$ cat src/rtl/spi_core_pkg.sv
// constants and types shared by the serial port core
package spi_core_pkg;

  // half bit time in bus cycles for each rate select setting
  localparam logic [6:0] HALF_BIT_DIV2 = 7'h01;
  localparam logic [6:0] HALF_BIT_DIV8 = 7'h04;
  localparam logic [6:0] HALF_BIT_DIV32 = 7'h10;
  localparam logic [6:0] HALF_BIT_DIV128 = 7'h40;

  // rate select encodings
  localparam logic [1:0] RATE_DIV2 = 2'h0;
  localparam logic [1:0] RATE_DIV8 = 2'h1;
  localparam logic [1:0] RATE_DIV32 = 2'h2;

  // index of the last serial clock edge of a byte (16 edges)
  localparam logic [3:0] LAST_EDGE = 4'hF;

  // reset values
  localparam logic TX_EMPTY_RESET = 1'h1;
  localparam logic RX_FULL_RESET = 1'h0;
  localparam logic [7:0] DATA_RESET = 8'h00;

  // transfer sequencer states
  typedef enum logic [1:0] {
    ST_IDLE = 2'b00,
    ST_SETUP = 2'b01,
    ST_SHIFT = 2'b10
  } state_type;

endpackage

$ cat src/rtl/bit_sync.sv
// two flip-flop synchroniser for a group of pin inputs
`timescale 1ns/1ps
`default_nettype none

module bit_sync #(
  parameter int WIDTH = 4
) (
  // clock and reset
  input wire logic sys_clk,
  input wire logic rst,
  // asynchronous input and its synchronised copy
  input wire logic [WIDTH-1:0] async_in,
  output logic [WIDTH-1:0] sync_out
);

  logic [WIDTH-1:0] meta;

  // first stage feeds only the second
  always_ff @(posedge sys_clk)
  begin
    if (rst)
    begin
      meta <= '0;
      sync_out <= '0;
    end
    else
    begin
      meta <= async_in;
      sync_out <= meta;
    end
  end

endmodule
`default_nettype wire

$ cat src/rtl/rate_divider.sv
// free-running half bit tick generator for master mode
`timescale 1ns/1ps
`default_nettype none

module rate_divider (
  // clock and reset
  input wire logic sys_clk,
  input wire logic rst,
  // control
  input wire logic run,
  input wire logic [1:0] rate,
  // one-cycle pulse every half bit time
  output logic tick
);

  logic [6:0] count;
  logic [6:0] next_count;
  logic next_tick;
  logic [6:0] half;

  // next count and tick
  always_comb
  begin
    case (rate)
      spi_core_pkg::RATE_DIV2: half = spi_core_pkg::HALF_BIT_DIV2;
      spi_core_pkg::RATE_DIV8: half = spi_core_pkg::HALF_BIT_DIV8;
      spi_core_pkg::RATE_DIV32: half = spi_core_pkg::HALF_BIT_DIV32;
      default: half = spi_core_pkg::HALF_BIT_DIV128;
    endcase
    next_count = 7'h00;
    next_tick = 1'b0;
    if (run)
    begin
      if (count >= half - 7'h01)
        next_tick = 1'b1;
      else
        next_count = count + 7'h01;
    end
  end

  // registers
  always_ff @(posedge sys_clk)
  begin
    if (rst)
    begin
      count <= 7'h00;
      tick <= 1'b0;
    end
    else
    begin
      count <= next_count;
      tick <= next_tick;
    end
  end

endmodule
`default_nettype wire

$ cat src/rtl/spi_master_slave_core.sv
// byte-wide full-duplex serial port core, master and slave
//
// Contract
// - master bit set: master, else slave
// - only master starts, on data write
// - empty shifter loads at once, sets tx empty
// - rate bits set master clock speed
// - master done: rx full and data together
// - rx full cleared by status then data read
// - any data write clears tx empty
// - slave full byte: load data, set full
// - slave accepts any clock, rate ignored
// - slave byte written before start, else leftover shifter bits sent
// - write during transfer waits in buffer
// - polarity bit chooses clock idle level
// - slave drives MISO only while selected
// - phase 0: select fall starts, MSB driven
// - phase 1: first clock edge starts
// - no buffer load once transfer begun
// - bit time 2, 8, 32, 128 cycles
`timescale 1ns/1ps
`default_nettype none

module spi_master_slave_core (
  // clock and reset
  input wire logic sys_clk,
  input wire logic rst,
  // control bits
  input wire logic port_enable_bit,
  input wire logic master_select_bit,
  input wire logic clock_polarity,
  input wire logic clock_phase,
  input wire logic rate_select_hi,
  input wire logic rate_select_lo,
  // software access strobes and data
  input wire logic tx_write,
  input wire logic [7:0] tx_data,
  input wire logic status_read,
  input wire logic data_read,
  output logic [7:0] rx_data,
  // status flags
  output logic tx_empty_flag,
  output logic rx_full_flag,
  // serial clock pin
  input wire logic serial_clock_pin_in,
  output logic serial_clock_pin_out,
  output logic serial_clock_pin_oe_n,
  // master out slave in pin
  input wire logic mosi_in,
  output logic mosi_out,
  output logic mosi_oe_n,
  // master in slave out pin
  input wire logic miso_in,
  output logic miso_out,
  output logic miso_oe_n,
  // slave select input
  input wire logic slave_select_n
);

  spi_core_pkg::state_type state;
  spi_core_pkg::state_type next_state;
  logic [3:0] sync_in;
  logic [3:0] sync_pins;
  logic sck_sync;
  logic ss_n_sync;
  logic mosi_sync;
  logic miso_sync;
  logic sck_prev;
  logic ss_n_prev;
  logic tick;
  logic run_master;
  logic slave_on;
  logic [7:0] tx_buf;
  logic [7:0] next_tx_buf;
  logic [7:0] shreg;
  logic [7:0] next_shreg;
  logic [7:0] rx_shift;
  logic [7:0] next_rx_shift;
  logic [7:0] next_rx_data;
  logic [3:0] edge_cnt;
  logic [3:0] next_edge_cnt;
  logic loaded;
  logic next_loaded;
  logic clear_armed;
  logic next_clear_armed;
  logic next_tx_empty;
  logic next_rx_full;
  logic next_sck_out;
  logic next_sck_oe_n;
  logic next_mosi_oe_n;
  logic next_miso_oe_n;
  logic sck_edge;
  logic ss_fall;
  logic data_in;
  logic ev;
  logic leading;
  logic do_sample;
  logic do_shift;
  logic [1:0] samp_pipe;
  logic [1:0] next_samp_pipe;
  logic [1:0] done_pipe;
  logic [1:0] next_done_pipe;

  // pin inputs pass two flip-flops before use
  assign sync_in = {serial_clock_pin_in, slave_select_n, mosi_in, miso_in};

  bit_sync #(
    .WIDTH(4)
  ) u_sync (
    .sys_clk(sys_clk),
    .rst(rst),
    .async_in(sync_in),
    .sync_out(sync_pins)
  );

  assign sck_sync = sync_pins[3];
  assign ss_n_sync = sync_pins[2];
  assign mosi_sync = sync_pins[1];
  assign miso_sync = sync_pins[0];

  // mode decode
  assign run_master = port_enable_bit & master_select_bit;
  assign slave_on = port_enable_bit & ~master_select_bit;

  // master clock divider runs only when the master is enabled
  rate_divider u_rate (
    .sys_clk(sys_clk),
    .rst(rst),
    .run(run_master),
    .rate({rate_select_hi, rate_select_lo}),
    .tick(tick)
  );

  // slave clock edges come from the pin, any rate up to the sampling limit
  assign sck_edge = sck_sync ^ sck_prev;
  assign ss_fall = ss_n_prev & ~ss_n_sync;
  assign data_in = master_select_bit ? miso_sync : mosi_sync;
  assign ev = master_select_bit ? tick : sck_edge;
  assign leading = ~edge_cnt[0];
  // phase 0 samples on leading edges, phase 1 on trailing edges
  assign do_sample = clock_phase ? ~leading : leading;
  assign do_shift = clock_phase ? (leading && edge_cnt != 4'h0) : ~leading;

  // next state of sequencer, buffers and flags
  always_comb
  begin
    next_state = state;
    next_tx_buf = tx_buf;
    next_shreg = shreg;
    next_rx_shift = rx_shift;
    next_rx_data = rx_data;
    next_edge_cnt = edge_cnt;
    next_loaded = loaded;
    next_clear_armed = clear_armed;
    next_tx_empty = tx_empty_flag;
    next_rx_full = rx_full_flag;
    next_sck_out = serial_clock_pin_out;
    next_samp_pipe = {samp_pipe[0], 1'b0};
    next_done_pipe = {done_pipe[0], 1'b0};

    // two-step clear of the receive flag
    if (status_read && rx_full_flag)
      next_clear_armed = 1'b1;
    if (data_read && clear_armed)
    begin
      next_rx_full = 1'b0;
      next_clear_armed = 1'b0;
    end

    // master capture lags the edge by the two synchroniser stages
    if (samp_pipe[1])
      next_rx_shift = {rx_shift[6:0], miso_sync};
    if (done_pipe[1])
    begin
      next_rx_data = next_rx_shift;
      next_rx_full = 1'b1;
    end

    case (state)
      spi_core_pkg::ST_IDLE:
      begin
        next_sck_out = clock_polarity;
        next_edge_cnt = 4'h0;
        // buffer moves to the shifter only between transfers
        if (!tx_empty_flag)
        begin
          next_shreg = tx_buf;
          next_tx_empty = 1'b1;
          next_loaded = 1'b1;
        end
        if (run_master)
        begin
          // a loaded byte starts on the next divider tick
          if (loaded && tick)
          begin
            next_loaded = 1'b0;
            next_state = clock_phase ? spi_core_pkg::ST_SHIFT
                                     : spi_core_pkg::ST_SETUP;
          end
        end
        else if (slave_on && !ss_n_sync)
        begin
          next_loaded = 1'b0;
          if (!clock_phase && ss_fall)
            next_state = spi_core_pkg::ST_SHIFT;
          else if (clock_phase && sck_edge)
          begin
            next_state = spi_core_pkg::ST_SHIFT;
            next_edge_cnt = 4'h1;
          end
        end
      end
      spi_core_pkg::ST_SETUP:
      begin
        // phase 0 master: clock stays idle for the first half bit
        if (tick)
          next_state = spi_core_pkg::ST_SHIFT;
      end
      spi_core_pkg::ST_SHIFT:
      begin
        if (ev)
        begin
          if (master_select_bit)
            next_sck_out = ~serial_clock_pin_out;
          if (do_sample && master_select_bit)
            next_samp_pipe[0] = 1'b1;
          else if (do_sample)
            next_rx_shift = {rx_shift[6:0], data_in};
          if (do_shift)
            next_shreg = {shreg[6:0], 1'b0};
          next_edge_cnt = edge_cnt + 4'h1;
          if (edge_cnt == spi_core_pkg::LAST_EDGE)
          begin
            next_state = spi_core_pkg::ST_IDLE;
            if (master_select_bit)
              next_done_pipe[0] = 1'b1;
            else
            begin
              next_rx_data = next_rx_shift;
              next_rx_full = 1'b1;
            end
          end
        end
        // a slave deselected mid-byte drops the transfer
        if (!master_select_bit && ss_n_sync)
          next_state = spi_core_pkg::ST_IDLE;
      end
      default:
      begin
        next_state = spi_core_pkg::ST_IDLE;
      end
    endcase

    // a write always refills the buffer and clears the empty flag
    if (tx_write)
    begin
      next_tx_buf = tx_data;
      next_tx_empty = 1'b0;
    end

    // disabling the port ends any transfer
    if (!port_enable_bit)
    begin
      next_state = spi_core_pkg::ST_IDLE;
      next_loaded = 1'b0;
      next_sck_out = clock_polarity;
    end
  end

  // pin drive enables, low while driving
  always_comb
  begin
    next_sck_oe_n = ~run_master;
    next_mosi_oe_n = ~run_master;
    next_miso_oe_n = ~(slave_on & ~ss_n_sync);
  end

  // registers
  always_ff @(posedge sys_clk)
  begin
    if (rst)
    begin
      state <= spi_core_pkg::ST_IDLE;
      tx_buf <= spi_core_pkg::DATA_RESET;
      shreg <= spi_core_pkg::DATA_RESET;
      rx_shift <= spi_core_pkg::DATA_RESET;
      rx_data <= spi_core_pkg::DATA_RESET;
      edge_cnt <= 4'h0;
      loaded <= 1'b0;
      samp_pipe <= 2'h0;
      done_pipe <= 2'h0;
      clear_armed <= 1'b0;
      tx_empty_flag <= spi_core_pkg::TX_EMPTY_RESET;
      rx_full_flag <= spi_core_pkg::RX_FULL_RESET;
      sck_prev <= 1'b0;
      ss_n_prev <= 1'b1;
      serial_clock_pin_out <= 1'b0;
      serial_clock_pin_oe_n <= 1'b1;
      mosi_out <= 1'b0;
      mosi_oe_n <= 1'b1;
      miso_out <= 1'b0;
      miso_oe_n <= 1'b1;
    end
    else
    begin
      state <= next_state;
      tx_buf <= next_tx_buf;
      shreg <= next_shreg;
      rx_shift <= next_rx_shift;
      rx_data <= next_rx_data;
      edge_cnt <= next_edge_cnt;
      loaded <= next_loaded;
      samp_pipe <= next_samp_pipe;
      done_pipe <= next_done_pipe;
      clear_armed <= next_clear_armed;
      tx_empty_flag <= next_tx_empty;
      rx_full_flag <= next_rx_full;
      sck_prev <= sck_sync;
      ss_n_prev <= ss_n_sync;
      serial_clock_pin_out <= next_sck_out;
      serial_clock_pin_oe_n <= next_sck_oe_n;
      mosi_out <= next_shreg[7];
      mosi_oe_n <= next_mosi_oe_n;
      miso_out <= next_shreg[7];
      miso_oe_n <= next_miso_oe_n;
    end
  end

endmodule
`default_nettype wire

$ cat config.mk
export PLATFORM = sky130hd
export DESIGN_NAME = spi_master_slave_core
export DESIGN_NICKNAME = d
export VERILOG_FILES = /design/src/rtl/spi_core_pkg.sv /design/src/rtl/bit_sync.sv /design/src/rtl/rate_divider.sv /design/src/rtl/spi_master_slave_core.sv
export SDC_FILE = /design/constraint.sdc
export NUM_CORES = 1
export LEC_CHECK = 0
export BUFFER_PORTS_ARGS = -buffer_cell sky130_fd_sc_hd__buf_2
export CORE_MARGIN = 2
export CORE_UTILIZATION = 52
export DETAILED_ROUTE_END_ITERATION = 8
export PLACE_DENSITY = 0.8
export RECOVER_POWER = 100
export SYNTH_ARGS = -nofsm -noshare
export SYNTH_HDL_FRONTEND = slang
export SYNTH_HIERARCHICAL = 1
export SYNTH_SLANG_ARGS = --single-unit
export TNS_END_PERCENT = 10
$ cat constraint.sdc
create_clock -name sys_clk -period 1.73 [get_ports sys_clk]
set_clock_uncertainty 0.05 [all_clocks]
set_input_delay 0.519 -clock sys_clk [delete_from_list [all_inputs] [get_ports sys_clk]]
set_output_delay 0.519 -clock sys_clk [all_outputs]
set_load 0.005 [all_outputs]
==> results of run 1 <==
[metal layers]
layer | vias up | routed length [um] | share of wire (%)
li1 | 1358 | - | -
met1 | 1270 | 3010 | 45
met2 | 69 | 3300 | 49
met3 | 10 | 319 | 4.7
met4 | 0 | 92 | 1.4
met5 | - | 0 | 0
[layout make-up]
| type | instances | share of cell area, % |
|---|---|---|
| clock buffer | 11 | 4.00 |
| timing repair buffer | 73 | 11.5 |
| tap | 75 | 2.48 |
| clock inverter | 5 | 0.728 |
| inverter | 10 | 0.992 |
| sequential | 67 | 35.5 |
| multi-input combinational | 245 | 44.8 |
[power groups by stage]
stage / Clock, uW / Combinational, uW / Sequential (uW)
floorplan: 0 / 157 / 1620
global placement: 0 / 256 / 1630
detailed placement: 0 / 266 / 1630
CTS: 1210 / 267 / 1590
global route: 1290 / 289 / 1590
finish: 1190 / 260 / 1590
[per-stage QoR]
step                utilization (%)  cell area [um^2]  total power (uW)
global placement               61.9              3640              1880
CTS                            64.9              3820              3070
global route                   64.3              3780              3170
floorplan                         -              3190              1780
detailed placement             61.9              3640              1890
finish                         64.3              3780              3040
[timing repair]
item / in CTS / in global routing
setup endpoints to repair: 0 / 6
buffers inserted: 0 / 0
resized for setup: 0 / 1
[state kept, by name (all words and copies together) (netlist names), 2 cells and up]
signal	count
edge_cnt	4
done_pipe	2
u_sync/sync_out	4
rx_data	8
tx_buf	8
rx_shift	8
samp_pipe	2
shreg	8
u_sync/meta	4
state	2
u_rate/count	7
[synthesized netlist by cell type, types with 9 or more instances]
library cell | n | area, um^2
or2_2 | 9 | 56.3
o21ai_0 | 12 | 60.1
dfxtp_1 | 67 | 1340
nand3_1 | 9 | 45.0
a211oi_1 | 11 | 82.6
nand2_1 | 25 | 93.8
nor2_1 | 36 | 135
a21oi_1 | 13 | 65.1
mux2i_1 | 23 | 230
nor2b_1 | 15 | 93.8
inv_1 | 9 | 33.8
clkbuf_1 | 11 | 41.3
ha_1 | 9 | 113
o211ai_1 | 20 | 150
[worst max path at each step]
stage                               start  cells after the start  slack [ns]                    endpoint
3_5_place_dp               rate_select_hi                      7       -0.30  u_rate/count[4]$_SDFF_PP0_
6_report                   rate_select_hi                      7        0.07  u_rate/count[5]$_SDFF_PP0_
5_1_grt          edge_cnt[0]$_SDFFE_PP0P_                      5        0.01       rx_data[5]$_SDFF_PP0_
3_3_place_gp               rate_select_hi                      7       -0.23  u_rate/count[2]$_SDFF_PP0_
2_1_floorplan              rate_select_lo                      6       -0.05  u_rate/count[1]$_SDFF_PP0_
4_1_cts        u_rate/count[6]$_SDFF_PP0_                      5        0.06  u_rate/count[2]$_SDFF_PP0_
[cells in the final DEF, fill, tap and decap left out, drive strengths merged, types with 2 or more instances in the layout]
cell / count
nor4: 3
xor2: 4
inv: 9
nor2: 36
or2: 9
o21ai: 12
o211ai: 20
nor3: 5
mux2i: 23
clkbuf: 31
nand2: 25
or4: 2
and4: 2
o211a: 2
o31ai: 4
clkinv: 5
and3: 4
buf: 53
dfxtp: 67
nand3: 9
nand2b: 7
xnor2: 4
mux2: 7
nor2b: 15
a21oi: 13
a211oi: 11
ha: 9
[cell families (layout without fill, tap and decap cells)]
kind of cell | Yosys count | count (layout) | synth area share (%)
flip-flops | 67 | 67 | 42.6
buffers and inverters | 30 | 99 | 4.41
other | 1 | 1 | 0.119
XOR/XNOR | 8 | 8 | 2.22
AO/OA/AOI/OAI | 76 | 76 | 18.1
AND/OR/NAND/NOR | 121 | 121 | 19.1
multiplexers | 30 | 30 | 9.81
adder cells (fa/ha/maj) | 9 | 9 | 3.58
==> reports/results.tsv, run 1 <==
metric	value	unit
clockRootBuffer	clkbuf_8	
grtUsageMet2	35.5	%
grt_pass1_vias	2571	
io_buffers	38	
track_usage	21.9	%
worstMarginPinSlew	0.721	ns
cts_tree	yes	
layout.nets	438	
crit_family	compound AO/OA/AOI/OAI gates	
drive_gt1_share	23.6	%
reg2reg_to	rx_data[6]$_SDFF_PP0_	
rows	28	
whs_path_depth	2	
worstHoldStart	slave_select_n	
swShare	24.7	%
setup_tns	0	ns
fmax	0.603	GHz
leakage	0.00157	uW
drt-initial-drc-count	159	
grt-ovfl-total	0	
avgViaCountPerCell	5.57	
multi_input_comb_area	1690	um^2
numCtsBuffers	9	
use_met1	26.1	%
cts_max_level	3	
syn2layout_area_growth	20.1	%
status	completed	
seq_area	1340	um^2
diodes	0	
routed_wirelength	6.72	mm
grt_max_degree	29	
cp_num_buf_inv	1	
yosysSeqAreaShare	42.6	%
slew_violations	0	
cp.required	1.96	ns
antenna_found_initial	0	
vdd_drop_max	528	uV
synth_area	3150	um^2
p_per_area	803	nW/um^2
r2r_slack	0.08	ns
power_frac_clock	39.0	%
dp_slack	-0.303	ns
maxSlewHeadroom	52.0	%
fp.coreArea	5890	um^2
dieArea	6690	um^2
ant_nets	0	
worstSkewPairLatency	0.35	ns
dpl.cell_count	470	
synth.ff_latch_count	67	
hpwlAfterDp	5.00	mm
arrival	1.89	ns
clock_path_buffers	2	
drc	0	
grt_pass1_wl	11.2	mm
path_cells	clkbuf_2 > nand2_2 > ha_4 > a21o_1 > a2111oi_4 > o31ai_4 > nor2_1	
die_y	81.8	um
die_w	81.8	um
setup_ws	0.0727	ns
hold_end	u_sync/meta[2]$_SDFF_PP0_	
instances_no_fill	486	
place_congestion	0.853	
met3_usage	6.70	%
synth_cells	342	
path_clk_slew	0.07	ns
p_sw	751	uW
synth_ff_type	dfxtp_1	
routedWlPerCell	13.8	um
seq_power_share	52.4	%
async_reset_ff_share	0	%
fillers	520	
timing.hold.ws	0.336	ns
syn_nets	374	
synth_area_per_cell	9.21	um^2
min_period_over_period	95.8	%
ctsHoldBuffers	0	
power.internal	2290	uW
worstPathMaxFanout	6	
finalSetupViolCount	0	
max_stage_delay	0.38	ns
first_pass_iters	4	
start_kind	input pin	
r2r-start	edge_cnt[0]$_SDFFE_PP0P_	
r2r_cells	5	
rsz0062_at_grt	false	
pin_count	39	
drv_cap	0	
finalCriticalPeriod	1.66	ns
crit_type	input pin to flip-flop	
initial_core_util	53.5	%
crit_path_end_kind	flip-flop	
clock_sinks	67	
top_usage_layer	met2	
hold_class	input pin to flip-flop	
synth_warnings	6	
yosys.cell_types.count	50	
power_frac_comb	8.6	%
via_count	2707	
cp_slowest_cell	a2111oi_4	
hold_violations	0	
synth_edf_count	0	
No activity file was read; power rests on OpenSTA's default activity.
==> run 2: changes to the inputs <==
--- a/config.mk
+++ b/config.mk
@@ -6,6 +6,7 @@
 export NUM_CORES = 1
 export LEC_CHECK = 0
 export BUFFER_PORTS_ARGS = -buffer_cell sky130_fd_sc_hd__buf_2
+export CORE_ASPECT_RATIO = 1.2
 export CORE_MARGIN = 2
 export CORE_UTILIZATION = 52
 export DETAILED_ROUTE_END_ITERATION = 8
==> run 2 against run 1 <==
Hold slack worse by 0.013 ns. Register-to-register slack hardly changed. Cell area is 2.4% higher. Sequential power hardly changed. Clock power is 21% higher. Routed wire length hardly changed. Critical path depth stayed put. Flip-flop and latch count stayed put. Largest power group unchanged.
==> reports/results.tsv, run 2 (synthesis gave the netlist of run 1 again) <==
metric	value	unit
crit_family	compound AO/OA/AOI/OAI gates	
diodes	0	
clockRootBuffer	clkbuf_8	
rsz0062_at_grt	true	
drt-initial-drc-count	78	
worstSkewPairLatency	0.35	ns
slew_violations	0	
arrival	1.90	ns
cts_max_level	3	
finalSetupViolCount	0	
cp_slowest_cell	a2111oi_4	
cp.required	1.97	ns
hpwlAfterDp	4.90	mm
r2r_slack	0.08	ns
path_clk_slew	0.07	ns
finalPower	3300	uW
dieArea	6700	um^2
via_count	2700	
grt_pass1_vias	2647	
p_per_area	852	nW/um^2
die_y	89.3	um
layout_commonest_cell	dfxtp_1	
die_w	75.0	um
drc	0	
seq_power_share	48.2	%
crit_path_end_kind	flip-flop	
timing.hold.ws	0.323	ns
vdd_drop_max	492	uV
whs_path_depth	2	
instances_no_fill	494	
grt_max_degree	29	
ant_nets	0	
worstPathMaxFanout	6	
crit_type	input pin to flip-flop	
rows	31	
r2r-start	state[1]$_SDFFE_PP0P_	
clock_path_buffers	2	
place_congestion	0.803	
place_area	3660	um^2
avgViaCountPerCell	5.47	
path_cells	clkbuf_2 > nand2_2 > ha_4 > a21o_1 > a2111oi_4 > o31ai_4 > nor2_1	
layout_common_cells	dfxtp_1, nor2_1, buf_4, nand2_1, mux2i_1	
min_period_over_period	96.3	%
r2r_cells	4	
drv_cap	0	
max_stage_delay	0.39	ns
hold_class	input pin to flip-flop	
hold_violations	0	
dp_slack	-0.338	ns
setup_ws	0.0648	ns
reg2reg_to	rx_data[3]$_SDFF_PP0_	
routed_wirelength	6.72	mm
ctsHoldBuffers	0	
drive_gt1_share	25.0	%
leakage	0.00159	uW
io_buffers	38	
grt-ovfl-total	0	
cp_num_buf_inv	1	
fmax	0.601	GHz
hold_end	u_sync/meta[0]$_SDFF_PP0_	
power_frac_clock	43.8	%
antenna_found_initial	0	
post-cts-setup-buffer-count	0	
cts_tree	yes	
grt_pass1_wl	11.4	mm
routedWlPerCell	13.6	um
dpl.cell_count	478	
syn2layout_area_growth	23.0	%
clock_sinks	67	
power_frac_comb	8.0	%
power.internal	2550	uW
numCtsBuffers	9	
first_pass_iters	4	
track_usage	22.2	%
status	completed	
worstHoldStart	miso_in	
finalCriticalPeriod	1.67	ns
pin_count	39	
final_area	3870	um^2
initial_core_util	53.1	%
fp.coreArea	5930	um^2
layout.nets	439	
swShare	22.8	%
start_kind	input pin	
p_sw	753	uW
run 2: worst max-delay path by stage:
| stage | start | end | slack (ns) | cells after the start |
|---|---|---|---|---|
| after floorplan | rate_select_lo | u_rate/count[1]$_SDFF_PP0_ | -0.05 | 6 |
| after CTS | rate_select_hi | u_rate/count[5]$_SDFF_PP0_ | 0.04 | 7 |
| after global routing | state[1]$_SDFFE_PP0P_ | edge_cnt[3]$_SDFFE_PP0P_ | -0.03 | 4 |
| after detailed placement | rate_select_hi | u_rate/count[5]$_SDFF_PP0_ | -0.34 | 7 |
| final | rate_select_hi | u_rate/count[5]$_SDFF_PP0_ | 0.06 | 7 |
| after global placement | rate_select_hi | u_rate/count[6]$_SDFF_PP0_ | -0.23 | 7 |
run 2: worst register-to-register path: cells and delay by family (launching register included):
kind	cells	cell delay (ns)
AOI/OAI and AO/OA	2	0.22
DFF	1	0.44
and+or+nand+nor	2	0.83
run 2: power by group through the flow:
| stage | clock network [uW] | logic (uW) | registers (uW) |
|---|---|---|---|
| final | 1440 | 265 | 1590 |
| after global routing | 1540 | 294 | 1590 |
| after CTS | 1480 | 268 | 1590 |
| after detailed placement | 0 | 267 | 1630 |
| after global placement | 0 | 256 | 1630 |
| after floorplan | 0 | 157 | 1620 |
run 2: cell type report:
| type | instances | area (um^2) |
|---|---|---|
| inverter | 10 | 37.5 |
| timing repair buffer | 74 | 449 |
| clock inverter | 6 | 88.8 |
| sequential | 67 | 1340 |
| clock buffer | 10 | 138 |
| multi-input combinational | 245 | 1720 |
| fill | 492 | 2060 |
| tap | 82 | 103 |
run 2: routing by layer:
layer	track usage, %	part of all wire (%)
met1	25.4	42
met2	37.7	52
met4	14.6	2.3
met3	3.49	4.0
met5	0	0
run 2: through the flow:
| step | TNS (ns) | utilization [%] |
|---|---|---|
| 2_1_floorplan | -0.116 | - |
| 3_3_place_gp | -1.78 | 61.7 |
| 3_5_place_dp | -2.61 | 61.7 |
| 4_1_cts | 0 | 65.5 |
| 5_1_grt | -0.135 | 65.3 |
| 6_report | 0 | 65.3 |
run 2: timing repair:
item,4_1_cts,5_1_grt
gates resized for setup,0,3
endpoints found under the hold margin,0,0
setup endpoints to repair,0,18
